==> config.mk <==
export PLATFORM = sky130hd
export DESIGN_NAME = dnc_ddc_cfg
export DESIGN_NICKNAME = d
export VERILOG_FILES = /design/src/verilog/dnc_pkg.sv /design/src/verilog/dnc_chan_if.sv /design/src/verilog/dnc_chan_sel.sv /design/src/verilog/dnc_ddc_cfg.sv
export SDC_FILE = /design/constraint.sdc
export NUM_CORES = 1
export LEC_CHECK = 0
export ABC_CLOCK_PERIOD_IN_PS = 1600
export CAP_MARGIN = 5
export CELL_PAD_IN_SITES_DETAIL_PLACEMENT = 1
export CELL_PAD_IN_SITES_GLOBAL_PLACEMENT = 1
export CORE_UTILIZATION = 45
export DETAILED_ROUTE_END_ITERATION = 16
export DONT_BUFFER_PORTS = 1
export PLACE_DENSITY = 0.83
export SLEW_MARGIN = 20
export SYNTH_ARGS = -nofsm -noshare
export SYNTH_HDL_FRONTEND = slang
export SYNTH_SLANG_ARGS = --single-unit
export TNS_END_PERCENT = 10
==> constraint.sdc <==
create_clock -name clk_in -period 1.6 [get_ports clk_in]
set_input_delay 0.32 -clock clk_in [delete_from_list [all_inputs] [get_ports clk_in]]
set_output_delay 0.32 -clock clk_in [all_outputs]
set_load 0.01 [all_outputs]
==> src/verilog/dnc_pkg.sv <==
// Purpose: Shared constants for the downconverter channel configuration.
// Assumes: Registers are 8 bits wide and sit in the low lane of a word.
// Notes:   Register indices are word indices; byte address is four times.
package dnc_pkg;

  ////////////////////////////////////////////////////////////////////////
  // Register indices and reset values.
  localparam logic [9:0] DNC_IDX_CTRL  = 10'h370;
  localparam logic [9:0] DNC_IDX_INSEL = 10'h371;
  localparam logic [9:0] DNC_IDX_NCO   = 10'h374;
  localparam logic [7:0] DNC_CTRL_RST  = 8'h00;
  localparam logic [7:0] DNC_INSEL_RST = 8'h01;
  localparam logic [7:0] DNC_NCO_RST   = 8'h00;
  // Cascade outputs before the first clock out of reset decode code 000.
  localparam logic [5:0] DNC_STAGE_RST = 6'h03;
  localparam logic [5:0] DNC_DEC_RST   = 6'h04;
  // Writable bits of the input select register; bits 3 and 1 stay zero.
  localparam logic [7:0] DNC_INSEL_WMASK = 8'hf5;
  localparam logic [7:0] DNC_CTRL_WMASK  = 8'h0f;

  ////////////////////////////////////////////////////////////////////////
  // Field positions.
  localparam int DNC_DEC_LSB  = 0;
  localparam int DNC_C2R_BIT  = 3;
  localparam int DNC_SEC_LSB  = 4;
  localparam int DNC_I_BIT    = 0;
  localparam int DNC_Q_BIT    = 2;
  localparam int DNC_CHAN_LSB = 0;
  localparam int DNC_MODE_LSB = 4;

  ////////////////////////////////////////////////////////////////////////
  // Decimation codes, oscillator select modes and stage positions.
  localparam logic [2:0] DNC_DEC_HB12   = 3'h0;
  localparam logic [2:0] DNC_DEC_HB123  = 3'h1;
  localparam logic [2:0] DNC_DEC_HB1234 = 3'h2;
  localparam logic [2:0] DNC_DEC_HB1    = 3'h3;
  localparam logic [2:0] DNC_DEC_HB1_TB = 3'h4;
  localparam logic [2:0] DNC_DEC_HB2_TB = 3'h5;
  localparam logic [2:0] DNC_DEC_HB3_TB = 3'h6;
  localparam logic [2:0] DNC_DEC_SEC    = 3'h7;
  localparam logic [3:0] DNC_SEC_HB4_TB = 4'h0;
  localparam logic [3:0] DNC_SEC_HB1_FB = 4'h2;
  localparam logic [3:0] DNC_SEC_HB2_FB = 4'h3;
  localparam logic [3:0] DNC_SEC_HB3_FB = 4'h4;
  localparam logic [3:0] DNC_MODE_MAP   = 4'h0;
  localparam logic [3:0] DNC_MODE_PINS  = 4'h1;
  localparam logic [3:0] DNC_MODE_EDGEA = 4'h8;
  localparam logic [3:0] DNC_MODE_EDGEB = 4'ha;
  localparam int DNC_ST_HB1 = 0;
  localparam int DNC_ST_HB2 = 1;
  localparam int DNC_ST_HB3 = 2;
  localparam int DNC_ST_HB4 = 3;
  localparam int DNC_ST_TB  = 4;
  localparam int DNC_ST_FB  = 5;

  typedef logic [5:0] dnc_stage_t;
  typedef enum logic {DNC_BUS_IDLE, DNC_BUS_DONE} dnc_bus_t;

endpackage

==> src/verilog/dnc_chan_if.sv <==
// Purpose: Carries oscillator channel selection between the two modules.
// Assumes: All signals belong to the single device clock domain.
// Notes:   The ctrl end owns the registers, the sel end owns the counter.
`timescale 1ns/10ps
interface dnc_chan_if;
  logic [3:0] mode;
  logic [3:0] map_chan;
  logic       pin_a;
  logic       pin_b;
  logic [3:0] chan;
  modport ctrl (output mode, output map_chan, output pin_a,
                output pin_b, input chan);
  modport sel  (input mode, input map_chan, input pin_a,
                input pin_b, output chan);
endinterface

==> src/verilog/dnc_chan_sel.sv <==
// Purpose: Oscillator channel selection from register, pins or counter.
// Assumes: Select pins are synchronous to clk_in.
// Notes:   The selected channel appears one clock after its cause, two clocks after a counted pin edge.
`timescale 1ns/10ps
module dnc_chan_sel
  import dnc_pkg::*;
(
  input  wire logic clk_in,
  input  wire logic rst_n_in,
  dnc_chan_if.sel   chan_if
);

  logic       pin_a_q;
  logic       pin_b_q;
  logic [3:0] mode_prev_q;
  logic [3:0] cnt_q;
  logic [3:0] chan_q;
  logic [3:0] chan_d;
  logic       rise;

  ////////////////////////////////////////////////////////////////////////
  always_ff @(posedge clk_in) begin
    if (!rst_n_in) begin
      pin_a_q     <= 1'b0;
      pin_b_q     <= 1'b0;
      mode_prev_q <= DNC_NCO_RST[7:4];
    end else begin
      pin_a_q     <= chan_if.pin_a;
      pin_b_q     <= chan_if.pin_b;
      mode_prev_q <= chan_if.mode;
    end
  end

  assign rise = (chan_if.mode == DNC_MODE_EDGEA &&
                 chan_if.pin_a && !pin_a_q) ||
                (chan_if.mode == DNC_MODE_EDGEB &&
                 chan_if.pin_b && !pin_b_q);

  // A mode change restarts the sequence even if an edge lands with it.
  always_ff @(posedge clk_in) begin
    if (!rst_n_in) begin
      cnt_q <= 4'h0;
    end else if (chan_if.mode != mode_prev_q) begin
      cnt_q <= 4'h0;
    end else if (rise) begin
      cnt_q <= (cnt_q >= chan_if.map_chan) ? 4'h0
                                           : cnt_q + 4'h1;
    end
  end

  always_comb begin
    chan_d = chan_if.map_chan;
    unique case (chan_if.mode)
      DNC_MODE_PINS:  chan_d = {2'b00, chan_if.pin_b,
                                chan_if.pin_a};
      DNC_MODE_EDGEA: chan_d = cnt_q;
      DNC_MODE_EDGEB: chan_d = cnt_q;
      default:        chan_d = chan_if.map_chan;
    endcase
  end

  always_ff @(posedge clk_in) begin
    if (!rst_n_in) begin
      chan_q <= 4'h0;
    end else begin
      chan_q <= chan_d;
    end
  end
  assign chan_if.chan = chan_q;
endmodule

==> src/verilog/dnc_ddc_cfg.sv <==
// Purpose: Configuration of one downconverter channel: decimation cascade,
//          I and Q input routing and oscillator channel selection.
// Assumes: Avalon-MM slave with byte addresses; registers in lane 0.
// Notes:   Filters themselves live elsewhere; this block steers them.
//
// Behaviour
// - Primary code 011 uses first half-band only: by 1 real, 2 complex.
// - Primary code 100 uses first half-band plus third-band: by 3 or 6.
// - Primary code 101 uses two half-bands plus third-band: by 6 or 12.
// - Primary code 110 uses three half-bands plus third-band: 12 or 24.
// - Primary code 111 takes the cascade from the secondary nibble.
// - The secondary nibble is ignored unless the primary code is 111.
// - Secondary 0: third-band and four half-bands, by 48 or 24 real.
// - Secondary 2: fifth-band and first half-band, by 10 or 5 real.
// - Secondary 3: fifth-band and two half-bands, by 20 or 10 real.
// - Secondary 4: fifth-band and three half-bands, by 40 or 20 real.
// - Q select bit 2, reset 0, picks channel A or B for Q.
// - I select bit 0, reset 1, picks channel A or B for I.
// - Mode 0 takes the oscillator channel from the register field.
// - Mode 1 forms the channel as zero, zero, second pin, first pin.
// - Mode 8 counts rising edges of the first select pin.
// - Mode 10 counts rising edges of the second select pin.
// - The edge counter wraps to zero after reaching the register field.
// - Four-bit register field n selects oscillator channel n, reset 0.
// - Primary 000, 001, 010: two to four half-bands, by 2/4/8 or 4/8/16.
// - Complex-to-real on gives only the I stream; off, I and Q valid.
`timescale 1ns/10ps
module dnc_ddc_cfg
  import dnc_pkg::*;
#(
  parameter int SAMPLE_W = 14
) (
  input  wire logic                clk_in,
  input  wire logic                rst_n_in,
  input  wire logic [11:0]         avs_address_in,
  input  wire logic                avs_read_in,
  input  wire logic                avs_write_in,
  input  wire logic [31:0]         avs_writedata_in,
  input  wire logic [3:0]          avs_byteenable_in,
  output logic      [31:0]         avs_readdata_out,
  output logic                     avs_waitrequest_out,
  input  wire logic                first_channel_select_pin_in,
  input  wire logic                second_channel_select_pin_in,
  input  wire logic [SAMPLE_W-1:0] adc_a_sample_in,
  input  wire logic [SAMPLE_W-1:0] adc_b_sample_in,
  output logic      [SAMPLE_W-1:0] i_sample_out,
  output logic      [SAMPLE_W-1:0] q_sample_out,
  output logic                     q_valid_out,
  output logic      [5:0]          stage_enable_out,
  output logic      [5:0]          decimation_out,
  output logic                     complex_to_real_out,
  output logic      [3:0]          oscillator_channel_out
);

  ////////////////////////////////////////////////////////////////////////
  // Register bus.

  dnc_bus_t      bus_q;
  logic [7:0]    ctrl_q;
  logic [7:0]    insel_q;
  logic [7:0]    nco_q;
  logic [31:0]   rdata_q;
  logic [7:0]    rd_mux;
  logic [9:0]    idx;
  logic          req;
  logic          wr_go;

  assign idx = avs_address_in[11:2];
  assign req = avs_read_in | avs_write_in;

  // One wait state gives the read mux a full cycle to settle.
  assign avs_waitrequest_out = req && (bus_q == DNC_BUS_IDLE);

  always_ff @(posedge clk_in) begin
    if (!rst_n_in) begin
      bus_q <= DNC_BUS_IDLE;
    end else begin
      unique case (bus_q)
        DNC_BUS_IDLE: bus_q <= req ? DNC_BUS_DONE : DNC_BUS_IDLE;
        DNC_BUS_DONE: bus_q <= DNC_BUS_IDLE;
      endcase
    end
  end

  assign wr_go = avs_write_in && (bus_q == DNC_BUS_DONE) &&
                 avs_byteenable_in[0];

  always_comb begin
    rd_mux = 8'h00;
    unique case (idx)
      DNC_IDX_CTRL:  rd_mux = ctrl_q;
      DNC_IDX_INSEL: rd_mux = insel_q;
      DNC_IDX_NCO:   rd_mux = nco_q;
      default:       rd_mux = 8'h00;
    endcase
  end

  always_ff @(posedge clk_in) begin
    if (!rst_n_in) begin
      rdata_q <= 32'h0000_0000;
    end else if (avs_read_in && bus_q == DNC_BUS_IDLE) begin
      rdata_q <= {24'h00_0000, rd_mux};
    end
  end
  assign avs_readdata_out = rdata_q;

  ////////////////////////////////////////////////////////////////////////
  // Control registers.

  always_ff @(posedge clk_in) begin
    if (!rst_n_in) begin
      ctrl_q <= DNC_CTRL_RST;
    end else if (wr_go && idx == DNC_IDX_CTRL) begin
      ctrl_q <= avs_writedata_in[7:0] & DNC_CTRL_WMASK;
    end
  end

  // The reserved bits are masked so that they can never read back set.
  always_ff @(posedge clk_in) begin
    if (!rst_n_in) begin
      insel_q <= DNC_INSEL_RST;
    end else if (wr_go && idx == DNC_IDX_INSEL) begin
      insel_q <= avs_writedata_in[7:0] & DNC_INSEL_WMASK;
    end
  end

  always_ff @(posedge clk_in) begin
    if (!rst_n_in) begin
      nco_q <= DNC_NCO_RST;
    end else if (wr_go && idx == DNC_IDX_NCO) begin
      nco_q <= avs_writedata_in[7:0];
    end
  end

  ////////////////////////////////////////////////////////////////////////
  // Decimation cascade.

  logic [2:0]  dec_sel;
  logic [3:0]  sec_sel;
  logic        c2r;
  dnc_stage_t  stage_d;
  logic [5:0]  full_d;
  dnc_stage_t  stage_q;
  logic [5:0]  dec_q;
  logic        c2r_q;

  assign dec_sel = ctrl_q[DNC_DEC_LSB +: 3];
  assign sec_sel = insel_q[DNC_SEC_LSB +: 4];
  assign c2r     = ctrl_q[DNC_C2R_BIT];

  // Undocumented secondary codes leave every stage off and pass at 1, or report 0 with complex-to-real on.
  always_comb begin
    stage_d = '0;
    full_d  = 6'h01;
    unique case (dec_sel)
      DNC_DEC_HB12: begin
        stage_d = 6'h03;
        full_d  = 6'h04;
      end
      DNC_DEC_HB123: begin
        stage_d = 6'h07;
        full_d  = 6'h08;
      end
      DNC_DEC_HB1234: begin
        stage_d = 6'h0f;
        full_d  = 6'h10;
      end
      DNC_DEC_HB1: begin
        stage_d[DNC_ST_HB1] = 1'b1;
        full_d  = 6'h02;
      end
      DNC_DEC_HB1_TB: begin
        stage_d[DNC_ST_HB1] = 1'b1;
        stage_d[DNC_ST_TB]  = 1'b1;
        full_d  = 6'h06;
      end
      DNC_DEC_HB2_TB: begin
        stage_d = 6'h03;
        stage_d[DNC_ST_TB] = 1'b1;
        full_d  = 6'h0c;
      end
      DNC_DEC_HB3_TB: begin
        stage_d = 6'h07;
        stage_d[DNC_ST_TB] = 1'b1;
        full_d  = 6'h18;
      end
      DNC_DEC_SEC: begin
        unique case (sec_sel)
          DNC_SEC_HB4_TB: begin
            stage_d = 6'h0f;
            stage_d[DNC_ST_TB] = 1'b1;
            full_d  = 6'h30;
          end
          DNC_SEC_HB1_FB: begin
            stage_d[DNC_ST_HB1] = 1'b1;
            stage_d[DNC_ST_FB]  = 1'b1;
            full_d  = 6'h0a;
          end
          DNC_SEC_HB2_FB: begin
            stage_d = 6'h03;
            stage_d[DNC_ST_FB] = 1'b1;
            full_d  = 6'h14;
          end
          DNC_SEC_HB3_FB: begin
            stage_d = 6'h07;
            stage_d[DNC_ST_FB] = 1'b1;
            full_d  = 6'h28;
          end
          default: begin
            stage_d = '0;
            full_d  = 6'h01;
          end
        endcase
      end
    endcase
  end

  // Real output halves the rate, so the factor is shifted down by one.
  always_ff @(posedge clk_in) begin
    if (!rst_n_in) begin
      stage_q <= DNC_STAGE_RST;
      dec_q   <= DNC_DEC_RST;
      c2r_q   <= 1'b0;
    end else begin
      stage_q <= stage_d;
      dec_q   <= c2r ? (full_d >> 1) : full_d;
      c2r_q   <= c2r;
    end
  end

  assign stage_enable_out    = stage_q;
  assign decimation_out      = dec_q;
  assign complex_to_real_out = c2r_q;

  ////////////////////////////////////////////////////////////////////////
  // Sample routing.

  logic [SAMPLE_W-1:0] i_q;
  logic [SAMPLE_W-1:0] q_q;
  logic                qv_q;

  always_ff @(posedge clk_in) begin
    if (!rst_n_in) begin
      i_q  <= '0;
      q_q  <= '0;
      qv_q <= 1'b0;
    end else begin
      i_q  <= insel_q[DNC_I_BIT] ? adc_b_sample_in
                                 : adc_a_sample_in;
      q_q  <= c2r ? '0 : (insel_q[DNC_Q_BIT] ? adc_b_sample_in
                                             : adc_a_sample_in);
      qv_q <= !c2r;
    end
  end

  assign i_sample_out = i_q;
  assign q_sample_out = q_q;
  assign q_valid_out  = qv_q;

  ////////////////////////////////////////////////////////////////////////
  // Oscillator channel selection.

  dnc_chan_if chan_if ();

  assign chan_if.mode     = nco_q[DNC_MODE_LSB +: 4];
  assign chan_if.map_chan = nco_q[DNC_CHAN_LSB +: 4];
  assign chan_if.pin_a    = first_channel_select_pin_in;
  assign chan_if.pin_b    = second_channel_select_pin_in;

  dnc_chan_sel u_chan_sel (
    .clk_in   (clk_in),
    .rst_n_in (rst_n_in),
    .chan_if  (chan_if.sel)
  );

  assign oscillator_channel_out = chan_if.chan;
endmodule

==> results.sh <==
export IMPL_place_gp_congestion=0.7768
export IMPL_outcome="complete, no violations"
export IMPL_core_area_sq_um=7767
export IMPL_min_path_type="input pin to register"
export IMPL_hold_viol=0
export IMPL_rsz0062_at_grt="false"
export IMPL_first_pass_iters=4
export IMPL_whs_endpoint="stage_enable_out[1]"
export IMPL_yosysSeqAreaShare_pct=45.89
export IMPL_post_route_util_pct=50.27
export IMPL_drtIter0Drc=77
export IMPL_end_kind="register"
export IMPL_grt_pass1_vias=2878
export IMPL_die_area_sq_um=8409
export IMPL_synth_commonest_cells="dfxtp_1, mux2i_1, nand2_1"
export IMPL_grt_pass1_wl_microns=13770
export IMPL_die_y_microns=91.70
export IMPL_cts_hold_buffers_added=0
export IMPL_gr_total_overflow=0
export IMPL_insertion_delay_ns=0.35
export IMPL_start_util_pct=46.62
export IMPL_dp_cells=487
export IMPL_clockRootBuffer="clkbuf_8"
export IMPL_nets=484
export IMPL_timing_final_ws_setup_ns=0.1354
export IMPL_grt_max_degree=65
export IMPL_yosys_area_top_type="dfxtp_1"
export IMPL_row_count=32
export IMPL_critPathRequiredTime_ns=1.89
export IMPL_p_leak_nw=1.612
export IMPL_area_growth_pct=7.844
export IMPL_drv_slew=0
export IMPL_power_mw=3.816
export IMPL_grt_use_total_pct=20.91
export IMPL_hp_start="rst_n_in"
export IMPL_layout_min_cycle_time_ns=1.465
export IMPL_wl_per_cell_microns=16.92
export IMPL_synth_area_leaders="dfxtp_1, mux2i_1, buf_4, nor2b_1, o21ai_0"
export IMPL_vias_per_cell=5.381
export IMPL_r2r_end="stage_enable_out[3]"
export IMPL_dp_hpwl_microns=6378
export IMPL_fin_worst_skew_ns=0.01045
export IMPL_grt_antenna_before_repair=0
export IMPL_regArea_sq_um=1662
export IMPL_vias=2712
export IMPL_stdcell_count=504
export IMPL_ant_nets=0
export IMPL_ioPinCount=161
export IMPL_reg2reg_from="insel_q[5]"
export IMPL_dp_slack_ns=0.06008
export IMPL_r2r_cells=4
export IMPL_die_w_microns=91.70
export IMPL_async_flop_share_pct=0
export IMPL_syn_avg_cell_area_sq_um=9.261
export IMPL_critical_path_max_fanout=8
export IMPL_synth_top_flop_cell="dfxtp_1"
export IMPL_syn_inst=391
export IMPL_antenna_diode_count=0
export IMPL_wl_microns=8530
export IMPL_cts_sinks=83
export IMPL_cpPeakStageDelay_ns=0.66
export IMPL_peakVddDrop_uv=395.6
export IMPL_port_buffer_count=0
export IMPL_crit_buf_inv=0
export IMPL_period_share_pct=91.53
export IMPL_clk_pin_slew_ns=0.09
export IMPL_netlist_area_sq_um=3621
export IMPL_synth_edf_count=0
export IMPL_n_fill_cell=884
export IMPL_crit_top_cell="nor2_1"
export IMPL_tritoncts="yes"
export IMPL_multi_input_area_sq_um=1732
export IMPL_cap_violations=0
export IMPL_synth_distinct_cells=48
export IMPL_cp_start_kind="register"
export IMPL_synth_top_area_share_pct=45.89
export IMPL_drive_gt1_share_pct=10.45
export IMPL_path_cells="or4b_1, nor2_1, a21oi_1, nor2_1"
export IMPL_yosys_warnings=0
export IMPL_powerDensity_nw_per_um2=977.3
export IMPL_setup_violations_final=0
export IMPL_arrival_ns=1.75
export IMPL_fmax_ghz=0.6828
export IMPL_worstSetupPathType="register to register"
export IMPL_cts_buffers=9
export IMPL_clockBufferDepth=2
export IMPL_cp_slowest_cell="or4b_1"
export IMPL_htreeDepth=3
export IMPL_setup_tns_final_ns=0
export IMPL_yosysMostFrequentCell="dfxtp_1"
export IMPL_hold_depth=1
export IMPL_ys_ff_latch=83
export IMPL_drcViolationCount=0
export IMPL_r2r_setup_slack_ns=0.14
export IMPL_crit_family="simple AND/OR/NAND/NOR gates"
==> how the worst max path moves through the flow <==
stage                     depth (start not counted)                   to                 from  slack [ns]
after floorplan                                   5  avs_readdata_out[1]    avs_address_in[4]        0.12
after detailed placement                          5  u_chan_sel.cnt_q[3]  u_chan_sel.cnt_q[0]        0.06
after CTS                                         5  u_chan_sel.cnt_q[3]  u_chan_sel.cnt_q[0]        0.05
after global routing                              5  u_chan_sel.cnt_q[3]  u_chan_sel.cnt_q[2]        0.02
final                                             4  stage_enable_out[3]           insel_q[5]        0.14
after global placement                            4  avs_readdata_out[1]    avs_address_in[5]         0.1
==> per-stage QoR <==
stage	cell area, sq um	hold slack (ns)
2_1_floorplan	3707	0.4417
3_3_place_gp	3692	0.4206
3_5_place_dp	3692	0.4193
4_1_cts	3892	0.04987
5_1_grt	3905	0.05260
6_report	3905	0.06955
==> layout by cell type, fill, tap and decap left out, types with 2 or more instances in the layout <==
| master | count |
|---|---|
| nand2_1 | 33 |
| a31oi_1 | 3 |
| mux2i_1 | 38 |
| xnor2_1 | 3 |
| nand3_1 | 11 |
| inv_6 | 2 |
| dfxtp_1 | 83 |
| nor3b_2 | 2 |
| o21ai_1 | 3 |
| conb_1 | 24 |
| a21boi_0 | 3 |
| ha_1 | 5 |
| nand2b_1 | 2 |
| clkbuf_8 | 9 |
| a21oi_1 | 7 |
| o2bb2ai_1 | 2 |
| clkinvlp_4 | 2 |
| o211ai_1 | 2 |
| o21ai_0 | 24 |
| nand4_1 | 2 |
| nor3_1 | 9 |
| and3_1 | 2 |
| a21o_1 | 2 |
| a22oi_1 | 10 |
| xor2_1 | 6 |
| inv_1 | 11 |
| nor2b_1 | 21 |
| buf_4 | 19 |
| and2_1 | 9 |
| or4b_1 | 2 |
| nand4b_1 | 2 |
| nor3b_1 | 2 |
| nor2_1 | 28 |
==> cell type report <==
cell class                      instances  area share (%)
Timing Repair Buffer                   19           3.653
Inverter                               11           1.057
Clock inverter                          7           1.954
Clock buffer                            9           3.172
Tap cell                              102           3.268
Sequential cell                        83           42.55
Multi-Input combinational cell        273           44.34
==> logic make-up after synthesis <==
group,after synthesis,synth area share (%)
fa+ha+maj,5,1.728
buf+inv,58,8.811
xor+xnor,9,2.177
mux,38,10.50
flops,83,45.89
other cells,1,0.1036
simple gates,135,19.94
compound gates,62,10.85
==> state kept, by name, indices dropped and copies added (netlist names), 4 cells and up <==
signal	cells
decimation_out	6
u_chan_sel.mode_prev_q	4
u_chan_sel.cnt_q	4
nco_q	8
i_sample_out	14
ctrl_q	4
q_sample_out	14
u_chan_sel.chan_if.chan	4
insel_q	6
avs_readdata_out	8
stage_enable_out	6
==> per-layer routing <==
layer  wire length [microns]  global-route usage [%]  vias to the layer above
li1                        -                       -                     1300
met1                    3541                   23.98                     1285
met2                    4260                   37.16                      112
met3                     588                   6.136                       15
met4                     140                   6.901                        0
met5                       0                       0                        -
==> power by group <==
part / switching, mW / internal (mW)
Clock: 0.804 / 0.732
Combinational: 0.0782 / 0.0552
Sequential: 0.0385 / 2.11
==> worst register-to-register path: stages (launching register included) <==
cell     delay, ns
dfxtp_1       0.40
or4b_1        0.66
nor2_1        0.17
a21oi_1       0.09
nor2_1        0.09
==> what timing repair did <==
action	in CTS	in global routing
setup endpoints to repair	0	4
buffers inserted	0	1
resized for setup	0	2
Power figures use the tool's default switching activity.
